## config.mk

```make
export PLATFORM = sky130hd
export DESIGN_NAME = touch_measure
export DESIGN_NICKNAME = d
export VERILOG_FILES = /design/src/logic/touch_pkg.sv /design/src/logic/touch_count_unit.sv /design/src/logic/touch_measure.sv
export SDC_FILE = /design/constraint.sdc
export NUM_CORES = 1
export LEC_CHECK = 0
export ABC_AREA = 1
export BUFFER_PORTS_ARGS = -buffer_cell sky130_fd_sc_hd__buf_2
export CORE_MARGIN = 4
export CORE_UTILIZATION = 52
export DETAILED_ROUTE_END_ITERATION = 8
export PLACE_DENSITY = 0.78
export SLEW_MARGIN = 15
export SYNTH_ARGS = -nofsm -noshare
export SYNTH_HDL_FRONTEND = slang
export SYNTH_HIERARCHICAL = 1
export SYNTH_SLANG_ARGS = --single-unit
```

## constraint.sdc

```tcl
create_clock -name clk_sys -period 2.01 [get_ports clk_sys]
set_input_delay 0.402 -clock clk_sys [delete_from_list [all_inputs] [get_ports clk_sys]]
set_output_delay 0.402 -clock clk_sys [all_outputs]
set_load 0.005 [all_outputs]
```

## src/logic/touch_pkg.sv

```systemverilog
// constants shared by the capacitive touch measurement block
package touch_pkg;

	// ****************************************
	// register map
	// ****************************************
	localparam int ADDR_W = 4;
	localparam int DATA_W = 16;
	localparam logic [3:0] UNIT_CONTROL_OFS = 4'h0;
	localparam logic [3:0] MEASURE_MODE_OFS = 4'h1;
	localparam logic [3:0] CHANNEL_CONTROL_OFS = 4'h2;
	localparam logic [3:0] CHANNEL_ENABLE_OFS = 4'h3;
	localparam logic [3:0] THRESHOLD_CONTROL_OFS = 4'h4;
	localparam logic [3:0] SECONDARY_PRESET_OFS = 4'h5;
	localparam logic [3:0] UNIT_FLAG_OFS = 4'h6;
	localparam logic [3:0] FIRST_RESULT_OFS = 4'h7;
	localparam logic [3:0] SECOND_RESULT_OFS = 4'h8;
	localparam logic [3:0] UNIT_STATUS_OFS = 4'h9;

	// ****************************************
	// field positions
	// ****************************************
	localparam int START_BIT = 0;
	localparam int TRIG_LSB = 0;
	localparam int PRE_EN_BIT = 2;
	localparam int CHSEL_LSB = 0;
	localparam int SCAN_SEL_BIT = 3;
	localparam int SCAN_ORDER_BIT = 4;
	localparam int FLAG_BIT = 0;

	// ****************************************
	// encodings and reset values
	// ****************************************
	localparam logic [1:0] TRIG_SOFTWARE = 2'h0;
	localparam logic [1:0] TRIG_TIMER = 2'h2;
	localparam logic [1:0] TRIG_EXTERNAL = 2'h3;
	localparam logic [7:0] CHANNEL_ENABLE_RST = 8'h00;
	localparam logic [4:0] SECONDARY_PRESET_RST = 5'h07;
	localparam logic [1:0] THRESHOLD_RST = 2'h0;

	// ****************************************
	// timing
	// ****************************************
	localparam int CLK_HZ = 10_000_000;
	localparam int UNIT_HZ = 5_000_000;
	localparam int UNIT_DIV = CLK_HZ / UNIT_HZ;
	localparam int CHARGE_TICKS = 8;
	localparam int DISCHARGE_TICKS = 2;
	localparam int SETTLE_TICKS = 2;

endpackage

```

## src/logic/touch_count_unit.sv

```systemverilog
// primary and secondary counters with the two result latches
`timescale 1ns/1ps
module touch_count_unit #(
	parameter int PW = 9,
	parameter int SW = 5
) (
	input wire logic clk_sys,
	input wire logic srst,
	input wire logic clear,
	input wire logic sample_en,
	input wire logic pre_en,
	input wire logic pre_hi,
	input wire logic main_hi,
	input wire logic [SW-1:0] preset,
	output logic [PW-1:0] primary_ff,
	output logic [SW-1:0] secondary_ff,
	output logic step2_ff,
	output logic done_ff,
	output logic [PW-1:0] data1_ff,
	output logic [PW-1:0] data2_ff
);

	wire pre_term = pre_en & pre_hi;
	wire [1:0] inc = {1'b0, pre_term} + {1'b0, main_hi};
	wire [PW-1:0] nxt_primary = primary_ff + PW'(inc);
	wire leave_step1 = ~main_hi & ~pre_term;
	wire at_cap = secondary_ff >= preset;
	// the second stage alone moves it; highs never pass the preset
	wire [SW-1:0] nxt_secondary = main_hi ? (at_cap ? preset : secondary_ff + 1'b1) :
		secondary_ff - 1'b1;
	wire hit_zero = ~main_hi & (secondary_ff == SW'(1));

	always_ff @(posedge clk_sys) begin
		if (srst) begin
			primary_ff <= '0;
			secondary_ff <= '0;
			step2_ff <= 1'b0;
			done_ff <= 1'b0;
			data1_ff <= '0;
			data2_ff <= '0;
		end else if (clear) begin
			primary_ff <= '0;
			secondary_ff <= preset;
			step2_ff <= 1'b0;
			done_ff <= 1'b0;
		end else if (sample_en & ~done_ff) begin
			primary_ff <= nxt_primary;
			if (!step2_ff) begin
				// secondary held at preset until step two
				if (leave_step1) begin
					step2_ff <= 1'b1;
					data1_ff <= nxt_primary;
				end
			end else begin
				secondary_ff <= nxt_secondary;
				if (hit_zero) begin
					done_ff <= 1'b1;
					data2_ff <= nxt_primary;
				end
			end
		end
	end

endmodule

```

## src/logic/touch_measure.sv

```systemverilog
// capacitive touch measurement sequencer with register port
`timescale 1ns/1ps
module touch_measure #(
	parameter int CHANNELS = 8,
	parameter int PW = 9,
	parameter int SW = 5
) (
	input wire logic clk_sys,
	input wire logic srst,
	input wire logic [touch_pkg::ADDR_W-1:0] addr,
	input wire logic [touch_pkg::DATA_W-1:0] wr_data,
	input wire logic wr_en,
	input wire logic rd_en,
	output logic [touch_pkg::DATA_W-1:0] rd_data_ff,
	input wire logic sense_pin_i,
	output logic sense_pin_o_ff,
	output logic sense_pin_oe_n_ff,
	output logic discharge_pin_o_ff,
	output logic discharge_pin_oe_n_ff,
	output logic charge_pin_o_ff,
	output logic charge_pin_oe_n_ff,
	output logic [CHANNELS-1:0] channel_on_ff,
	output logic [1:0] threshold_field_ff,
	input wire logic compare_match_flag,
	input wire logic external_trigger_pin,
	input wire logic external_irq_enable,
	input wire logic trigger_pin_direction,
	input wire logic wait_mode,
	output logic xfer_ctrl_req_ff,
	output logic local_dma_req_ff,
	input wire logic xfer_done,
	output logic irq_request_ff
);

	localparam int CW = $clog2(CHANNELS);

	typedef enum logic [3:0] {
		ST_IDLE,
		ST_ARM,
		ST_PICK,
		ST_CHARGE,
		ST_DISCH,
		ST_PRE,
		ST_MAIN,
		ST_JUDGE,
		ST_XFER,
		ST_XWAIT,
		ST_ADV,
		ST_DONE
	} state_t;

	// ****************************************
	// register storage
	// ****************************************
	logic start_ff;
	logic [1:0] trig_sel_ff;
	logic pre_en_ff;
	logic [CW-1:0] chan_sel_ff;
	logic scan_sel_ff;
	logic scan_order_ff;
	logic [CHANNELS-1:0] chan_en_ff;
	logic [SW-1:0] preset_ff;
	logic completion_flag_ff;
	logic flag_seen_ff;

	state_t state_ff;
	state_t nxt_state;
	logic [CW-1:0] cursor_ff;
	logic [CW-1:0] nxt_cursor;
	logic [3:0] phase_ff;
	logic [3:0] nxt_phase;
	logic [$clog2(touch_pkg::UNIT_DIV+1)-1:0] div_ff;
	logic tick_ff;
	logic pre_hi_ff;

	// two-stage synchronisers for pins
	logic sense_meta_ff;
	logic sense_sync_ff;
	logic trig_meta_ff;
	logic trig_sync_ff;
	logic trig_prev_ff;
	logic cmf_prev_ff;

	// running counts stay inside the counter unit; only the latched results and the step2 and done flags leave it
	wire step2;
	wire meas_done;
	wire [PW-1:0] data1;
	wire [PW-1:0] data2;

	// ****************************************
	// register decode
	// ****************************************
	wire wr_ctrl = wr_en & (addr == touch_pkg::UNIT_CONTROL_OFS);
	wire wr_mode = wr_en & (addr == touch_pkg::MEASURE_MODE_OFS);
	wire wr_chctl = wr_en & (addr == touch_pkg::CHANNEL_CONTROL_OFS);
	wire wr_chen = wr_en & (addr == touch_pkg::CHANNEL_ENABLE_OFS);
	wire wr_thr = wr_en & (addr == touch_pkg::THRESHOLD_CONTROL_OFS);
	wire wr_preset = wr_en & (addr == touch_pkg::SECONDARY_PRESET_OFS);
	wire wr_flag = wr_en & (addr == touch_pkg::UNIT_FLAG_OFS);
	wire rd_flag = rd_en & (addr == touch_pkg::UNIT_FLAG_OFS);
	wire start_wr1 = wr_ctrl & wr_data[touch_pkg::START_BIT];
	wire start_wr0 = wr_ctrl & ~wr_data[touch_pkg::START_BIT];
	// clearing only counts after the flag was seen as one
	wire flag_clr = wr_flag & ~wr_data[touch_pkg::FLAG_BIT] & flag_seen_ff;
	wire flag_set = (state_ff == ST_DONE);

	logic [touch_pkg::DATA_W-1:0] rd_mux;
	always_comb begin
		rd_mux = '0;
		unique case (addr)
			touch_pkg::UNIT_CONTROL_OFS: rd_mux[touch_pkg::START_BIT] = start_ff;
			touch_pkg::MEASURE_MODE_OFS: rd_mux[2:0] = {pre_en_ff, trig_sel_ff};
			touch_pkg::CHANNEL_CONTROL_OFS: rd_mux[4:0] = {scan_order_ff, scan_sel_ff, 3'(chan_sel_ff)};
			touch_pkg::CHANNEL_ENABLE_OFS: rd_mux[7:0] = 8'(chan_en_ff);
			touch_pkg::THRESHOLD_CONTROL_OFS: rd_mux[1:0] = threshold_field_ff;
			touch_pkg::SECONDARY_PRESET_OFS: rd_mux[4:0] = 5'(preset_ff);
			touch_pkg::UNIT_FLAG_OFS: rd_mux[touch_pkg::FLAG_BIT] = completion_flag_ff;
			touch_pkg::FIRST_RESULT_OFS: rd_mux[8:0] = 9'(data1);
			touch_pkg::SECOND_RESULT_OFS: rd_mux[8:0] = 9'(data2);
			touch_pkg::UNIT_STATUS_OFS: rd_mux[8:0] = {step2, 3'(cursor_ff), 1'b0, 4'(state_ff)};
			default: rd_mux = '0;
		endcase
	end

	// ****************************************
	// register writes
	// ****************************************
	always_ff @(posedge clk_sys) begin
		if (srst) begin
			trig_sel_ff <= touch_pkg::TRIG_SOFTWARE;
			pre_en_ff <= 1'b0;
			chan_sel_ff <= '0;
			scan_sel_ff <= 1'b0;
			scan_order_ff <= 1'b0;
			chan_en_ff <= touch_pkg::CHANNEL_ENABLE_RST;
			threshold_field_ff <= touch_pkg::THRESHOLD_RST;
			preset_ff <= touch_pkg::SECONDARY_PRESET_RST;
		end else begin
			if (wr_mode) begin
				trig_sel_ff <= wr_data[touch_pkg::TRIG_LSB +: 2];
				pre_en_ff <= wr_data[touch_pkg::PRE_EN_BIT];
			end
			if (wr_chctl) begin
				chan_sel_ff <= wr_data[touch_pkg::CHSEL_LSB +: CW];
				scan_sel_ff <= wr_data[touch_pkg::SCAN_SEL_BIT];
				scan_order_ff <= wr_data[touch_pkg::SCAN_ORDER_BIT];
			end
			if (wr_chen) begin
				chan_en_ff <= wr_data[CHANNELS-1:0];
			end
			if (wr_thr) begin
				threshold_field_ff <= wr_data[1:0];
			end
			if (wr_preset) begin
				preset_ff <= wr_data[SW-1:0];
			end
		end
	end

	// start bit: software write wins over the hardware clear at completion
	always_ff @(posedge clk_sys) begin
		if (srst) begin
			start_ff <= 1'b0;
		end else if (wr_ctrl) begin
			start_ff <= wr_data[touch_pkg::START_BIT];
		end else if (flag_set) begin
			start_ff <= 1'b0;
		end
	end

	// a new completion beats a clear in the same cycle
	always_ff @(posedge clk_sys) begin
		if (srst) begin
			completion_flag_ff <= 1'b0;
			flag_seen_ff <= 1'b0;
			irq_request_ff <= 1'b0;
			rd_data_ff <= '0;
		end else begin
			if (flag_set) begin
				completion_flag_ff <= 1'b1;
				irq_request_ff <= 1'b1;
			end else if (flag_clr) begin
				completion_flag_ff <= 1'b0;
				irq_request_ff <= 1'b0;
			end
			if (rd_flag & completion_flag_ff) begin
				flag_seen_ff <= 1'b1;
			end else if (flag_clr | flag_set) begin
				flag_seen_ff <= 1'b0;
			end
			rd_data_ff <= rd_en ? rd_mux : '0;
		end
	end

	// ****************************************
	// pin synchronisers and trigger edges
	// ****************************************
	always_ff @(posedge clk_sys) begin
		if (srst) begin
			sense_meta_ff <= 1'b0;
			sense_sync_ff <= 1'b0;
			trig_meta_ff <= 1'b1;
			trig_sync_ff <= 1'b1;
			trig_prev_ff <= 1'b1;
			cmf_prev_ff <= 1'b0;
		end else begin
			sense_meta_ff <= sense_pin_i;
			sense_sync_ff <= sense_meta_ff;
			trig_meta_ff <= external_trigger_pin;
			trig_sync_ff <= trig_meta_ff;
			trig_prev_ff <= trig_sync_ff;
			cmf_prev_ff <= compare_match_flag;
		end
	end

	wire cmf_rise = compare_match_flag & ~cmf_prev_ff;
	wire ext_fall = trig_prev_ff & ~trig_sync_ff;
	wire ext_ready = external_irq_enable & ~trigger_pin_direction;

	logic trig_hit;
	always_comb begin
		unique case (trig_sel_ff)
			touch_pkg::TRIG_SOFTWARE: trig_hit = 1'b1;
			touch_pkg::TRIG_TIMER: trig_hit = cmf_rise;
			touch_pkg::TRIG_EXTERNAL: trig_hit = ext_ready & ext_fall;
			default: trig_hit = 1'b0;
		endcase
	end

	// ****************************************
	// unit clock enable
	// ****************************************
	// the unit runs at the divided rate; the ratio is fixed at UNIT_DIV by the package
	always_ff @(posedge clk_sys) begin
		if (srst) begin
			div_ff <= '0;
			tick_ff <= 1'b0;
		end else begin
			tick_ff <= (div_ff == '0);
			if (div_ff == $bits(div_ff)'(touch_pkg::UNIT_DIV - 1)) begin
				div_ff <= '0;
			end else begin
				div_ff <= div_ff + 1'b1;
			end
		end
	end

	// ****************************************
	// channel walk
	// ****************************************
	// true when the cursor is the final channel of the chosen walk
	function automatic logic walk_end(input logic [CW-1:0] cur, input logic [CW-1:0] lim,
		input logic scan, input logic desc);
		walk_end = ~scan | (desc ? (cur == '0) : (cur == lim));
	endfunction

	wire last_chan = walk_end(cursor_ff, chan_sel_ff, scan_sel_ff, scan_order_ff);
	wire [CW-1:0] first_chan = (scan_sel_ff & ~scan_order_ff) ? '0 : chan_sel_ff;
	wire [CW-1:0] step_chan = scan_order_ff ? cursor_ff - 1'b1 : cursor_ff + 1'b1;
	wire phase_end = tick_ff & (phase_ff == '0);
	wire [3:0] phase_dec = tick_ff ? phase_ff - 1'b1 : phase_ff;

	// ****************************************
	// sequencer
	// ****************************************
	always_comb begin
		nxt_state = state_ff;
		nxt_cursor = cursor_ff;
		nxt_phase = phase_dec;
		unique case (state_ff)
			ST_IDLE: begin
				if (start_wr1) begin
					nxt_state = ST_ARM;
				end
			end
			ST_ARM: begin
				if (trig_hit) begin
					nxt_cursor = first_chan;
					nxt_state = ST_PICK;
				end
			end
			ST_PICK: begin
				nxt_phase = 4'(touch_pkg::CHARGE_TICKS - 1);
				nxt_state = chan_en_ff[cursor_ff] ? ST_CHARGE : ST_ADV;
			end
			ST_CHARGE: begin
				if (phase_end) begin
					nxt_phase = 4'(touch_pkg::DISCHARGE_TICKS - 1);
					nxt_state = ST_DISCH;
				end
			end
			ST_DISCH: begin
				if (phase_end) begin
					nxt_phase = 4'(touch_pkg::SETTLE_TICKS - 1);
					nxt_state = ST_PRE;
				end
			end
			ST_PRE: begin
				if (phase_end) begin
					nxt_phase = '0;
					nxt_state = ST_MAIN;
				end
			end
			ST_MAIN: begin
				if (phase_end) begin
					nxt_state = ST_JUDGE;
				end
			end
			ST_JUDGE: begin
				nxt_phase = 4'(touch_pkg::DISCHARGE_TICKS - 1);
				nxt_state = meas_done ? ST_XFER : ST_DISCH;
			end
			ST_XFER: begin
				nxt_state = ST_XWAIT;
			end
			ST_XWAIT: begin
				if (xfer_done) begin
					nxt_state = ST_ADV;
				end
			end
			ST_ADV: begin
				if (last_chan) begin
					nxt_state = ST_DONE;
				end else begin
					nxt_cursor = step_chan;
					nxt_state = ST_PICK;
				end
			end
			ST_DONE: begin
				nxt_state = ST_IDLE;
			end
			default: nxt_state = ST_IDLE;
		endcase
		// a software stop abandons the walk and leaves the counters alone
		if (start_wr0) begin
			nxt_state = ST_IDLE;
		end
	end

	always_ff @(posedge clk_sys) begin
		if (srst) begin
			state_ff <= ST_IDLE;
			cursor_ff <= '0;
			phase_ff <= '0;
		end else begin
			state_ff <= nxt_state;
			cursor_ff <= nxt_cursor;
			phase_ff <= nxt_phase;
		end
	end

	// ****************************************
	// sampling
	// ****************************************
	// the pin buffer applies the threshold; one judgement per discharge cycle
	wire sample_pre = (state_ff == ST_PRE) & phase_end;
	wire sample_main = (state_ff == ST_MAIN) & phase_end;

	always_ff @(posedge clk_sys) begin
		if (srst) begin
			pre_hi_ff <= 1'b0;
		end else if (sample_pre) begin
			pre_hi_ff <= sense_sync_ff;
		end
	end

	touch_count_unit #(
		.PW(PW),
		.SW(SW)
	) u_count (
		.clk_sys(clk_sys),
		.srst(srst),
		.clear(state_ff == ST_PICK),
		.sample_en(sample_main),
		.pre_en(pre_en_ff),
		.pre_hi(pre_hi_ff),
		.main_hi(sense_sync_ff),
		.preset(preset_ff),
		.primary_ff(),
		.secondary_ff(),
		.step2_ff(step2),
		.done_ff(meas_done),
		.data1_ff(data1),
		.data2_ff(data2)
	);

	// ****************************************
	// pins and transfer requests
	// ****************************************
	wire drive_charge = (state_ff == ST_CHARGE);
	wire drive_disch = (state_ff == ST_DISCH);
	wire measuring = (state_ff != ST_IDLE) & (state_ff != ST_ARM) & (state_ff != ST_DONE);

	always_ff @(posedge clk_sys) begin
		if (srst) begin
			charge_pin_o_ff <= 1'b0;
			charge_pin_oe_n_ff <= 1'b1;
			sense_pin_o_ff <= 1'b0;
			sense_pin_oe_n_ff <= 1'b1;
			discharge_pin_o_ff <= 1'b0;
			discharge_pin_oe_n_ff <= 1'b1;
			channel_on_ff <= '0;
			xfer_ctrl_req_ff <= 1'b0;
			local_dma_req_ff <= 1'b0;
		end else begin
			charge_pin_o_ff <= drive_charge;
			charge_pin_oe_n_ff <= ~drive_charge;
			sense_pin_o_ff <= 1'b0;
			sense_pin_oe_n_ff <= ~drive_disch;
			discharge_pin_o_ff <= 1'b0;
			discharge_pin_oe_n_ff <= ~drive_disch;
			channel_on_ff <= measuring ? CHANNELS'(1) << cursor_ff : '0;
			xfer_ctrl_req_ff <= (state_ff == ST_XFER) & ~wait_mode;
			local_dma_req_ff <= (state_ff == ST_XFER) & wait_mode;
		end
	end

endmodule

```

---- Word-level counts from Yosys, hierarchy flattened ----
Index checks and enable logic that the tools add are counted.
storage, ports and cells
  logic and storage cells ................. 198
  register bits after elaboration ......... 110
  output and inout port bits .............. 35
  input port bits ......................... 31
cells by class
  equality and inequality tests ........... 35
  magnitude comparators ................... 2
  shifts and indexed selects .............. 1
  $add $sub $neg .......................... 8
  muxes and demuxes ....................... 43
  bitwise operators ....................... 47
  reduce and logical (&&, ||, !) cells .... 25
operators with widths
  operator               count
  $mux W4                13
  $pmux W4 S11           1
  $eq A4 B3 Y1 const B   8
  $and A1 B1 Y1          29
  $mux W5                5
  $eq A4 B4 Y1 const B   6
  $eq A4 B2 Y1 const B   4
  $ne A2 B2 Y1 const B   8
  $not A1 Y1             16
  $pmux W4 S4            1
  $logic_not A4 Y1       3
  $mux W3                4
  $pmux W2 S6            1
  $pmux W3 S4            1
  $reduce_bool A2 Y1     6
  $reduce_or A2 Y1       6
  $mux W1                10
  $pmux W1 S10           1
  $add A9 B2 Y9          1
  $eq A4 B1 Y1 const B   2
  $pmux W1 S8            1
  $reduce_and A4 Y1      2
  $shl A1 B3 Y8 const A  1
  $pmux W1 S7            1
  25 further kinds       30

---- Longest topological paths before layout ----
Gate-level depths: netlist of run 1.
  depth in word-level cells ............... 7
  depth in mapped cells ................... 13
  gate-level depth less buffers ........... 13

---- Modules after synthesis ----
The synthesis of run 1 kept the hierarchy.
modules (own cells, without submodules)
  module            cells each  times used  area an instance (sq um)
  touch_measure     489         1           3339.5
  touch_count_unit  256         1           1829.3

---- Least setup slack after synthesis of run 1 ----
No wires, ideal clock.
  path type ............................... register -> register
  from .................................... register sense_sync_ff
  to ...................................... register u_count.primary_ff[8]
  library setup time ...................... 0.115 ns
  required time ........................... 1.895 ns
  arrival time ............................ 1.819 ns
  cell stages (with the launch flop) ...... 12
  clock period less this slack ............ 1.934 ns
  path slack .............................. 0.076 ns
  cells stage by stage .................... dfxtp_1 buf_6 inv_4 fa_1 inv_1 ha_1 nand3_1 nor2_1 nand4_1 xor2_1 o21ai_0 inv_1
on the way
  word-level cells in the longest chain between the ends .. 2
ends and longest elaborated chain
  item                      line                    source
  start: declaration        touch_measure.sv:78     logic sense_sync_ff;
  start signal: assignment  touch_measure.sv:208    sense_sync_ff <= sense_meta_ff;
  $add A1 B1 Y2             touch_count_unit.sv:24  wire [1:0] inc = {1'b0, pre_term} + {1'b0, main_hi};
  $add A9 B2 Y9             touch_count_unit.sv:25  wire [PW-1:0] nxt_primary = primary_ff + PW'(inc);
  end signal: assignment    touch_count_unit.sv:47  primary_ff <= nxt_primary;
  end: declaration          touch_count_unit.sv:15  output logic [PW-1:0] primary_ff,
Every way passes these cells.
A chain may end at the register's enable or synchronous reset.

---- Final worst setup path of run 1 ----
  from .................................... register phase_ff[1]
  to ...................................... register u_count.data1_ff[5]
on the way
  word-level cells in the longest chain between the ends .. 5
ends and longest elaborated chain
  item                                line                    source
  start: declaration                  touch_measure.sv:70     logic [3:0] phase_ff;
  start signal: assignment            touch_measure.sv:348    phase_ff <= nxt_phase;
  $logic_not A4 Y1                    touch_measure.sv:260    wire phase_end = tick_ff & (phase_ff == '0);
  $and A1 B1 Y1                       touch_measure.sv:260
  $and A1 B1 Y1                       touch_measure.sv:357    wire sample_main = (state_ff == ST_MAIN) & phase_end;
  via sample_main                     touch_measure.sv:357
  $and A1 B1 Y1                       touch_count_unit.sv:46  end else if (sample_en & ~done_ff) begin
  $reduce_and A4 Y1 (no source line)  -
  end signal: assignment              touch_count_unit.sv:52  data1_ff <= nxt_primary;
  end: declaration                    touch_count_unit.sv:19  output logic [PW-1:0] data1_ff,
The timed path passes the listed nets, and every way through them passes these cells.

==> key figures, run 1 <==
CTS
  • Post-CTS Hold Buffers: 0
  • Worst-case clock buffer depth: 2
  • Clock Latency Late Sink: between 300 and 400 ps
  • H-Tree Depth: 3
  • CTS clk-pin slew, worst paths: 100 ps
  • Root buffer cell: clkbuf_8
  • TritonCTS buffer count: 9
  • CTS Sinks: 103
  • CTS tree: built

Detailed routing
  • First-pass DRT Iterations: 5
  • Routed via count: 5049
  • Vias per cell: about 5.3
  • WL final: 13.7 mm
  • Iteration-0 DRC Markers: 314
  • Detailed-route DRC error count: 0
  • Post-route ant nets: 0
  • Routed len/inst: between 10 and 15 um

Synth
  • Top area cells in the synthesized netlist: dfxtp_1, nand2_1, nor2_1, inv_1, a21oi_1
  • Commonest cells post-synth: nand2_1, dfxtp_1, nor2_1, inv_1, a21oi_1
  • Async S/R FF share, synth: 0%
  • Post-synth cell types: 44
  • Yosys top cell area share: 39.9%
  • Register area share after synthesis: 39.9%
  • EDFF count, synth: 0
  • Synth warnings: 6
  • Synth area leader: dfxtp_1
  • Post-synthesis register bit count: 103
  • Top_reg_cell synth: dfxtp_1
  • Post-Syn Area: approximately 5200 um^2
  • Count leader, synth: nand2_1
  • Avg Inst Size Synth: 6.94 um^2
  • Cells after Synth: 745

Timing
  • RSZ-0062 raised after global routing: true
  • Period utilization: 102%
  • Final Worst Setup Slack: -32.5 ps
  • Max-slew headroom: 54.9%
  • Endpoints failing setup: 8
  • Fin. Hold Viols: 0
  • Fmax: roughly 0.49 GHz
  • Setup_tns: -165 ps
  • Final Max Slew Viols: 0
  • Final min period: 2040 ps
  • Clk_skew: 16.6 ps
  • Worst-Margin Slew: approximately 680 ps

Floorplan
  • Rows: 36
  • # IOs: 66
  • Core region area: 9730 um^2
  • Die area: 11600 um^2
  • Die span in y: 108 um
  • Starting Density: 53.1%
  • Die W: ~110 um

Global routing
  • Total gr overflow: 0
  • Vias in the first global route: roughly 4700
  • Total track usage: 23.9%
  • Initial antenna violation count: 0
  • Global-route wire length before repair: 21.9 mm
  • Largest net degree at the start of global routing: 22

Placement
  • GPL Wtd Cong: just over 0.9
  • IO Port Bufs: between 40 and 50
  • Placed Cells incl. Taps: between 900 and 1000
  • Final HPWL DP: approximately 10 mm
  • Dpl cell area: about 5700 um^2

Worst setup path
  • Max stage delay on crit path: around 330 ps
  • CP max stage cell: dfxtp_2
  • CP Class: reg -> reg
  • Crit-path cells: inv_2 -> ha_4 -> nand4_1 -> nor3_2 -> buf_4 -> nand2_4 -> inv_4 -> nand2_4 -> nor3_4 -> buf_6 -> o21ai_2 -> a21oi_2
  • CP endpoint kind: flip-flop
  • Critical Path AT: 2350 ps
  • Type of origin of the critical path: flip-flop
  • Critical-path maximum fanout: 6
  • FF-to-FF setup slack: -30 ps
  • Required @ worst endpoint: 2320 ps
  • Most frequent CP cell: nand2_4

Final layout
  • Design Area, Final: slightly above 6000 um^2
  • Ant. Diodes: 0
  • Area Growth Syn to Fin: 17.2%
  • Fillers: approximately 910
  • Non-Filler Instances: 956
  • Seq. cell area: 2070 um^2
  • Nets: 865
  • Layout cells sized above 1: 20.7%
  • Combined area of the multi-input logic cells: approximately 2700 um^2

Run status
  • Status: finished with violations
  • Failing checks: negative setup slack

Power
  • LEAKAGE: approximately 2.7 nW
  • Peak VDD IR: 0.000651 V
  • Pwr dens: 748 nW/um^2
  • Total power: 4.53 mW

Job
  • Max-capacitance violation count: 0

Worst hold path
  • Min-Delay Path Class: in -> reg
-- layout make-up --
cell class	count	area share, %
clock buffer	11	2.50
clock inverter	4	0.888
inverter	109	6.84
multi-input combinational	515	44.6
sequential	103	34.1
tap	133	2.75
timing repair buffer	81	8.30
-- layer usage --
| layer | up-vias | share of wire, % | GRT usage [%] |
|---|---|---|---|
| met5 | - | 0 | 0 |
| met4 | 0 | 2.1 | 10.2 |
| met3 | 22 | 7.3 | 4.44 |
| met2 | 190 | 47 | 38.4 |
| met1 | 2318 | 43 | 31.4 |
| li1 | 2519 | - | - |
-- cell families (layout without fill, tap and decap cells) --
family | after synthesis | after routing | share of synthesized area [%]
simple gates | 332 | 332 | 27.4
compound gates | 150 | 150 | 16.1
buf+inv | 135 | 205 | 11.0
flops | 103 | 103 | 39.9
fa+ha+maj | 15 | 15 | 3.92
xor+xnor | 9 | 9 | 1.53
other cells | 1 | 9 | 0.0726
-- where the power goes --
part | leakage (nW) | switching (mW) | internal [mW] | total [mW]
clock | 0.0980 | 0.699 | 0.641 | 1.34
combinational | 1.78 | 0.637 | 0.348 | 0.985
sequential | 0.835 | 0.0711 | 2.13 | 2.21
total | 2.72 | 1.41 | 3.12 | 4.53
-- layout by cell type (no fill, tap or decap), types with 3 or more instances in the layout --
cell      instances
o211ai_1          5
buf_4            29
a21oi_1          61
o21bai_1          3
nand4_1           5
a41oi_1           4
dfxtp_1         100
nand3_1          40
o21ai_0          40
inv_2            22
o21ai_1          15
a211oi_1          3
inv_1            84
nand2_4           4
ha_1             11
nor2_1           86
xor2_1            6
nor3_1            4
dfxtp_2           3
nor2_2           10
buf_2            48
nand2_1         164
a21oi_2           6
clkbuf_8         11
o22ai_1           3
buf_6             4
nand2_2           4
nor2_4            3
conb_1            9
o21ai_2           5
-- stage by stage --
step,setup slack (ps),util [%],hold WS [ps]
floorplan,75.7,-,388
global placement,58.5,58.1,395
detailed placement,8.02,58.1,402
CTS,16.9,60.2,163
global route,-134,62.3,166
finish,-32.5,62.3,177
-- critical path: cells and delay by family (launching register included) --
kind / cells / cell delay [ps]
AO/OA/AOI/OAI: 2 / 190
adder cells (fa/ha/maj): 1 / 130
buffers and inverters: 4 / 510
flip-flops: 1 / 330
AND/OR/NAND/NOR: 5 / 810
-- path summary, 6_finish.rpt --
| path | depth (start not counted) | start | to |
|---|---|---|---|
| setup / recovery | 12 | phase_ff[1]$_SDFF_PP0_ | u_count/data1_ff[5]$_SDFFE_PP0P_ |
| hold / removal | 2 | wait_mode | xfer_ctrl_req_ff$_SDFF_PP0_ |
| setup reg to reg | 12 | phase_ff[1]$_SDFF_PP0_ | u_count/data1_ff[5]$_SDFFE_PP0P_ |
| hold reg to reg | 1 | trig_meta_ff$_SDFF_PP1_ | trig_sync_ff$_SDFF_PP1_ |
-- state kept, by name (all words and copies together), names as in the netlist, 2 cells and up --
register and flops:
rd_data_ff 9, u_count/data1_ff 9, u_count/data2_ff 9, u_count/primary_ff 9, chan_en_ff 8, channel_on_ff 8, preset_ff 5, u_count/secondary_ff 5
phase_ff 4, state_ff 4, chan_sel_ff 3, cursor_ff 3, div_ff 2, threshold_field_ff 2, trig_sel_ff 2
-- timing repair --
action / CTS / global route
gates cloned: 0 / 1
resized for setup: 1 / 51
buffers inserted: 0 / 5
pin swaps: 0 / 17
endpoints found under the setup margin: 6 / 26
(Power assumes the default switching activity.)
==> run 2: changes to the inputs <==
--- a/config.mk
+++ b/config.mk
@@ -5,12 +5,11 @@
 export SDC_FILE = /design/constraint.sdc
 export NUM_CORES = 1
 export LEC_CHECK = 0
-export ABC_AREA = 1
 export BUFFER_PORTS_ARGS = -buffer_cell sky130_fd_sc_hd__buf_2
 export CORE_MARGIN = 4
-export CORE_UTILIZATION = 52
+export CORE_UTILIZATION = 53
 export DETAILED_ROUTE_END_ITERATION = 8
-export PLACE_DENSITY = 0.78
+export PLACE_DENSITY = 0.79
 export SLEW_MARGIN = 15
 export SYNTH_ARGS = -nofsm -noshare
 export SYNTH_HDL_FRONTEND = slang
==> run 2 against run 1 <==
Compared with the run above: the run still ends with negative setup slack left; power is 16% lower; setup slack better by 1.7 ps; critical path depth is 2 lower; first-iteration DRC count is 27% higher; sequential power is 5% lower; core utilization is 2.6 points higher; largest power group unchanged; area after synthesis is 5.0% higher; clock skew is 2.0 ps lower; global-route usage is 0.60 points lower.
==> key figures, run 2 <==
Worst setup path
  • Crit-path cells: inv_2 -> ha_1 -> and4bb_2 -> and4_4 -> nand3b_4 -> nor2_4 -> and3_4 -> clkbuf_16 -> nor2_1 -> a211oi_2 (was inv_2 -> ha_4 -> nand4_1 -> nor3_2 -> buf_4 -> nand2_4 -> inv_4 -> nand2_4 -> nor3_4 -> buf_6 -> o21ai_2 -> a21oi_2)
  • Type of origin of the critical path: flip-flop (unchanged)
  • CP endpoint kind: flip-flop (unchanged)
  • Required @ worst endpoint: 2330 ps (was 2320 ps)
  • Max stage delay on crit path: 340 ps (was 330 ps)
  • CP max stage cell: dfxtp_2 (unchanged)
  • Cell family with most CP delay: simple AND/OR/NAND/NOR gates (unchanged)
  • WP buf/inv: 2 (was 4)
  • Critical-path maximum fanout: 7 (was 6)
  • Critical Path AT: 2360 ps (was 2350 ps)
  • CP Class: reg -> reg (unchanged)

Global routing
  • Total gr overflow: 0 (unchanged)
  • Largest net degree at the start of global routing: 35 (was 22)
  • Initial antenna violation count: 1 (was 0)
  • Total track usage: 23.3% (was 23.9%)
  • Global-route wire length before repair: 22.0 mm (was 21.9 mm)
  • Vias in the first global route: 4545 (was 4653)

Power
  • Peak VDD IR: 0.000351 V (was 0.000651 V)
  • Total power: 3.78 mW (was 4.53 mW)
  • LEAKAGE: 2.57 nW (was 2.72 nW)
  • Pwr dens: 591 nW/um^2 (was 748 nW/um^2)

Floorplan
  • Rows: 36 (unchanged)
  • Die span in y: 109 um (was 108 um)
  • Die area: 11900 um^2 (was 11600 um^2)
  • Die W: 109 um (was 108 um)
  • Core region area: 9860 um^2 (was 9730 um^2)
  • Starting Density: 55.0% (was 53.1%)
  • # IOs: 66 (unchanged)

CTS
  • CTS Sinks: 103 (unchanged)
  • TritonCTS buffer count: 9 (unchanged)
  • H-Tree Depth: 3 (unchanged)
  • Worst-case clock buffer depth: 2 (unchanged)
  • Root buffer cell: clkbuf_8 (unchanged)
  • CTS clk-pin slew, worst paths: 110 ps (was 100 ps)
  • Post-CTS Hold Buffers: 0 (unchanged)
  • Clock Latency Late Sink: 390 ps (was 380 ps)
  • CTS tree: built (unchanged)

Run status
  • Status: finished with violations (unchanged)
  • Failing checks: negative setup slack (unchanged)

Placement
  • IO Port Bufs: 48 (unchanged)
  • Dpl cell area: 5970 um^2 (was 5650 um^2)
  • GPL Wtd Cong: 0.958 (was 0.927)
  • Final HPWL DP: 9.93 mm (was 10.3 mm)

Timing
  • Endpoints failing setup: 13 (was 8)
  • Final min period: 2040 ps (about the same)
  • Fin. Hold Viols: 0 (unchanged)
  • Period utilization: 102% (about the same)
  • Clk_skew: 14.7 ps (was 16.6 ps)
  • Final Max Slew Viols: 0 (unchanged)
  • Final Worst Setup Slack: -30.9 ps (was -32.5 ps)
  • Fmax: 0.490 GHz (about the same)
  • RSZ-0062 raised after global routing: true (unchanged)

Final layout
  • Layout cells sized above 1: 28.1% (was 20.7%)
  • Final core utilization: 64.9% (was 62.3%)
  • Most frequent cells in the layout: dfxtp_1, nor2_1, buf_4 (was nand2_1, dfxtp_1, nor2_1)
  • Design Area, Final: 6400 um^2 (was 6060 um^2)
  • Most common cell after layout, fill and taps aside: dfxtp_1 (was nand2_1)
  • Nets: 729 (was 865)
  • Area Growth Syn to Fin: 18.0% (was 17.2%)

Synth
  • Commonest cells post-synth: dfxtp_1, nor2_1, mux2i_1, a21oi_1, nand2_1 (was nand2_1, dfxtp_1, nor2_1, inv_1, a21oi_1)
  • Count leader, synth: dfxtp_1 (was nand2_1)
  • Register area share after synthesis: 38.0% (was 39.9%)
  • Post-Syn Area: 5430 um^2 (was 5170 um^2)
  • EDFF count, synth: 0 (unchanged)
  • Avg Inst Size Synth: 8.95 um^2 (was 6.94 um^2)
  • Synth warnings: 6 (unchanged)
  • Post-synthesis register bit count: 103 (unchanged)
  • Combinational family with the most area after synthesis: simple AND/OR/NAND/NOR gates (unchanged)
  • Yosys top cell area share: 38.0% (was 39.9%)
  • Synth area leader: dfxtp_1 (unchanged)
  • Post-Synth Simple-Gate Area: 22.3% (was 27.4%)
  • Post-synthesis mux area share: 8.35% (was 0%)
  • Post-synthesis compound-gate area fraction: 17.1% (was 16.1%)
  • Synth Area in Adders: 3.74% (was 3.92%)
  • Async S/R FF share, synth: 0% (unchanged)
  • Top_reg_cell synth: dfxtp_1 (unchanged)
  • Top area cells in the synthesized netlist: dfxtp_1, mux2i_1, nor2_1, ha_1, a21oi_1 (was dfxtp_1, nand2_1, nor2_1, inv_1, a21oi_1)
  • Post-synth cell types: 82 (was 44)
  • Post-Synth XOR/XNOR Area: 3.55% (was 1.53%)
  • Cells after Synth: 606 (was 745)

Detailed routing
  • First-pass DRT Iterations: 6 (was 5)
  • Vias per cell: 5.84 (was 5.28)
  • Routed len/inst: 17.2 um (was 14.4 um)
  • WL final: 14.1 mm (was 13.7 mm)
  • Routed via count: 4800 (was 5049)
  • Iteration-0 DRC Markers: 398 (was 314)
  • Detailed-route DRC error count: 0 (unchanged)
  • Post-route ant nets: 0 (unchanged)

Job
  • Max-capacitance violation count: 0 (unchanged)

Worst hold path
  • Min-Delay Path Class: in -> reg (unchanged)
run 2: changes by cell type in the layout (fill, tap and decap cells not counted), moves of 22 or more:
cell,before,now
nand3_1,40,18
inv_1,84,17
mux2i_1,0,34
buf_4,29,54
nand2_1,164,29
o21ai_0,40,11
a21oi_1,61,31
run 2: area by class of cell:
class	count	area (um^2)
diodes	1	2.50
clock buffers	11	141
clock inverters	5	45.0
fillers	780	3460
inverters	22	82.6
multi-input cells	439	3140
flip-flops and latches	103	2070
well taps	133	166
repair buffers	108	752
run 2: path summary, 6_finish.rpt:
path                                      end  slack (ps)                    start  depth (start not counted)
max          u_count/data2_ff[5]$_SDFFE_PP0P_         -30   phase_ff[0]$_SDFF_PP0_                         10
min               xfer_ctrl_req_ff$_SDFF_PP0_         180                wait_mode                          2
max reg2reg  u_count/data2_ff[5]$_SDFFE_PP0P_         -30   phase_ff[0]$_SDFF_PP0_                         10
min reg2reg           trig_sync_ff$_SDFF_PP1_         430  trig_meta_ff$_SDFF_PP1_                          1
run 2: cell families (layout without fill, tap and decap cells):
logic type / after synthesis / in the layout
flip-flops: 103 / 103
multiplexers: 41 / 41
AND/OR/NAND/NOR: 224 / 224
buffers and inverters: 72 / 146
other: 1 / 10
XOR/XNOR: 22 / 22
AO/OA/AOI/OAI: 128 / 128
adder cells (fa/ha/maj): 15 / 15
run 2: worst register-to-register path: stages, from the launching register on:
cell and delay [ps]:
dfxtp_2 340, inv_2 60, ha_1 140, and4bb_2 250
and4_4 280, nand3b_4 130, nor2_4 120, and3_4 240
clkbuf_16 160, nor2_1 60, a211oi_2 210
run 2: repair_timing:
action | 4_1_cts | 5_1_grt
gates cloned | 0 | 1
setup buffers | 11 | 3
resized for setup | 12 | 21
pin swaps | 5 | 16
endpoints found under the setup margin | 16 | 26
run 2: report_power, final:
part | leakage, nW | internal (mW) | switching (mW)
combinational | 1.64 | 0.177 | 0.217
sequential | 0.836 | 2.08 | 0.0284
clock | 0.0929 | 0.508 | 0.774
run 2: metrics by stage:
stage / setup slack [ps] / setup TNS (ps) / hold slack, ps / std cells
2_1_floorplan: 0.779 / 0 / 389 / 614
3_3_place_gp: 22.9 / 0 / 397 / 790
3_5_place_dp: -58.5 / -379 / 407 / 790
4_1_cts: -12.9 / -23.6 / 176 / 817
5_1_grt: -138 / -1610 / 173 / 822
6_report: -30.9 / -247 / 180 / 822
run 2: layer usage:
layer	track usage, %	wire (um)	vias to the layer above	share of wire, %
li1	-	-	2314	-
met1	28.3	5720	2275	41
met2	40.2	7190	174	51
met3	4.97	849	37	6.0
met4	8.90	349	0	2.5
met5	0	0	-	0
==> run 3: changes to the inputs <==
--- a/config.mk
+++ b/config.mk
@@ -7,9 +7,9 @@
 export LEC_CHECK = 0
 export BUFFER_PORTS_ARGS = -buffer_cell sky130_fd_sc_hd__buf_2
 export CORE_MARGIN = 4
-export CORE_UTILIZATION = 53
+export CORE_UTILIZATION = 60
 export DETAILED_ROUTE_END_ITERATION = 8
-export PLACE_DENSITY = 0.79
+export PLACE_DENSITY = 0.84
 export SLEW_MARGIN = 15
 export SYNTH_ARGS = -nofsm -noshare
 export SYNTH_HDL_FRONTEND = slang
==> constraint.sdc (replaced) <==
create_clock -name clk_sys -period 2.6 [get_ports clk_sys]
set_input_delay 0.52 -clock clk_sys [delete_from_list [all_inputs] [get_ports clk_sys]]
set_output_delay 0.52 -clock clk_sys [all_outputs]
set_load 0.005 [all_outputs]
==> run 3 against run 2 <==
Compared with the run above: the flow now finishes without violations; sequential share of layout area grew 2.9 points; sequential cell count is the same; global-route usage grew 1.1 points; critical path type unchanged.
==> key figures, run 3 (synthesized netlist as in run 2, its figures left out) <==
Timing
  • Period utilization: 91.5% (was 102%)
  • RSZ-0062 raised after global routing: false (was true)
  • Max-slew headroom: between 50% and 60%
  • Final Worst Setup Slack: 221 ps (was -30.9 ps)
  • Setup_tns: 0 ps (was -247 ps)
  • Clk_skew: 9.74 ps (was 14.7 ps)
  • Endpoints failing setup: 0 (was 13)
  • Final min period: 2380 ps (was 2040 ps)
  • Final Max Slew Viols: 0 (unchanged)
  • Fin. Hold Viols: 0 (unchanged)
  • Fmax: 0.420 GHz (was 0.490 GHz)
  • Worst-Margin Slew: ~600 ps

Global routing
  • Global-route wire length before repair: 20.6 mm (was 22.0 mm)
  • GRT met2 Usage: 41.8% (was 40.2%)
  • Largest net degree at the start of global routing: 31 (was 35)
  • Met1 usage: 31.2% (was 28.3%)
  • Vias in the first global route: 4376 (was 4545)
  • Total gr overflow: 0 (unchanged)
  • Total track usage: 24.4% (was 23.3%)
  • Initial antenna violation count: 0 (was 1)
  • Grt peak-use layer: met2 (unchanged)
  • Met3 usage: 3.92% (was 4.97%)

Power
  • Register share of total power: 57.9% (was 55.7%)
  • Combinational Power Share: 9.0% (was 10.4%)
  • Pwr dens: 482 nW/um^2 (was 591 nW/um^2)
  • Sw Ratio: 26.8% (was 26.9%)
  • LEAKAGE: 2.26 nW (was 2.57 nW)
  • Clock Power Share: 33.1% (was 33.9%)
  • Int Power: 2.06 mW (was 2.76 mW)
  • Peak VDD IR: 0.000208 V (was 0.000351 V)
  • Net Switching: 755 uW (was 1.02 mW)
  • Total power: 2.82 mW (was 3.78 mW)

CTS
  • TritonCTS buffer count: 9 (unchanged)
  • Post-CTS Hold Buffers: 0 (unchanged)
  • CTS clk-pin slew, worst paths: 100 ps (was 110 ps)
  • Worst-case clock buffer depth: 2 (unchanged)
  • Clock Latency Late Sink: 380 ps (was 390 ps)
  • H-Tree Depth: 3 (unchanged)
  • CTS Sinks: 103 (unchanged)
  • Root buffer cell: clkbuf_8 (unchanged)
  • CTS tree: built (unchanged)

Job
  • Max-capacitance violation count: 0 (unchanged)

Final layout
  • Most frequent cells in the layout: dfxtp_1, nor2_1, buf_2 (was dfxtp_1, nor2_1, buf_4)
  • Design Area, Final: 5840 um^2 (was 6400 um^2)
  • Nets: 686 (was 729)
  • Area Growth Syn to Fin: 7.70% (was 18.0%)
  • Most common cell after layout, fill and taps aside: dfxtp_1 (unchanged)
  • Non-Filler Instances: 753 (was 822)
  • Seq. cell area: 2060 um^2 (was 2070 um^2)
  • Ant. Diodes: 0 (was 1)
  • Layout cells sized above 1: 18.3% (was 28.1%)
  • Combined area of the multi-input logic cells: 3020 um^2 (was 3140 um^2)
  • Fillers: 704 (was 780)

Floorplan
  • Die W: 103 um (was 109 um)
  • Die span in y: 103 um (was 109 um)
  • Rows: 34 (was 36)
  • Starting Density: 61.9% (was 55.0%)
  • Core region area: 8760 um^2 (was 9860 um^2)
  • # IOs: 66 (unchanged)
  • Die area: 10600 um^2 (was 11900 um^2)

Detailed routing
  • First-pass DRT Iterations: 5 (was 6)
  • Detailed-route DRC error count: 0 (unchanged)
  • WL final: 12.7 mm (was 14.1 mm)
  • Routed via count: 4575 (was 4800)
  • Routed len/inst: 16.8 um (was 17.2 um)
  • Iteration-0 DRC Markers: 450 (was 398)
  • Post-route ant nets: 0 (unchanged)
  • Vias per cell: 6.08 (was 5.84)

Worst setup path
  • Required @ worst endpoint: 2860 ps (was 2330 ps)
  • CP Class: reg -> reg (unchanged)
  • CP endpoint kind: flip-flop (unchanged)
  • Critical Path AT: 2640 ps (was 2360 ps)
  • Critical-path maximum fanout: 16 (was 7)
  • Type of origin of the critical path: flip-flop (unchanged)

Placement
  • Dpl cell area: 5670 um^2 (was 5970 um^2)
  • Final HPWL DP: 9.30 mm (was 9.93 mm)
  • Dpl ws: 230 ps (was -58.5 ps)
  • IO Port Bufs: 48 (unchanged)
  • GPL Wtd Cong: 0.873 (was 0.958)
  • Placed Cells incl. Taps: 737 (was 790)

Run status
  • Status: completed (was finished with violations)

Worst hold path
  • Min-Delay Path Class: in -> reg (unchanged)
[run 3: worst paths after layout]
check | slack (ps) | from | endpoint | cells past startpoint
worst max-delay path | 220 | phase_ff[0]$_SDFF_PP0_ | u_count/data2_ff[1]$_SDFFE_PP0P_ | 10
worst max register to register | 220 | phase_ff[0]$_SDFF_PP0_ | u_count/data2_ff[1]$_SDFFE_PP0P_ | 10
worst min register to register | 410 | trig_meta_ff$_SDFF_PP1_ | trig_sync_ff$_SDFF_PP1_ | 1
worst min-delay path | 310 | wait_mode | xfer_ctrl_req_ff$_SDFF_PP0_ | 2
[run 3: what timing repair did]
item,4_1_cts,5_1_grt
endpoints found under the setup margin,0,2
resized for setup,0,1
buffers inserted,0,0
[run 3: layout make-up]
type / count / share of cell area, %
clock buffer: 10 / 2.18
clock inverter: 6 / 0.792
inverter: 22 / 1.41
multi-input combinational: 439 / 51.7
sequential: 103 / 35.3
tap: 108 / 2.31
timing repair buffer: 65 / 6.29
[run 3: per-stage QoR]
stage               utilization, %  hold WS [ps]
floorplan                        -           389
global placement              64.7           390
detailed placement            64.7           396
CTS                           66.7           312
global route                  66.7           323
finish                        66.7           313
[run 3: power groups by stage]
| stage | Sequential (mW) | Clock [mW] | Combinational [mW] |
|---|---|---|---|
| final | 1.63 | 0.933 | 0.255 |
| after global routing | 1.64 | 0.997 | 0.280 |
| after CTS | 1.63 | 0.937 | 0.252 |
| after detailed placement | 1.67 | 0 | 0.250 |
| after global placement | 1.67 | 0 | 0.237 |
| after floorplan | 1.66 | 0 | 0.191 |
[run 3: metal layers]
metal | vias to the layer above | wire [um]
met1 | 2140 | 5350
li1 | 2215 | -
met4 | 0 | 292
met3 | 30 | 920
met2 | 190 | 6120
met5 | - | 0
[run 3: critical path: stages (launching register included)]
cell	delay [ps]
dfxtp_1	340
inv_1	90
ha_1	150
and4bb_2	340
and4_2	340
nand3b_2	180
nor2_2	200
and3_1	180
buf_4	210
mux2i_1	200
nor2_1	50
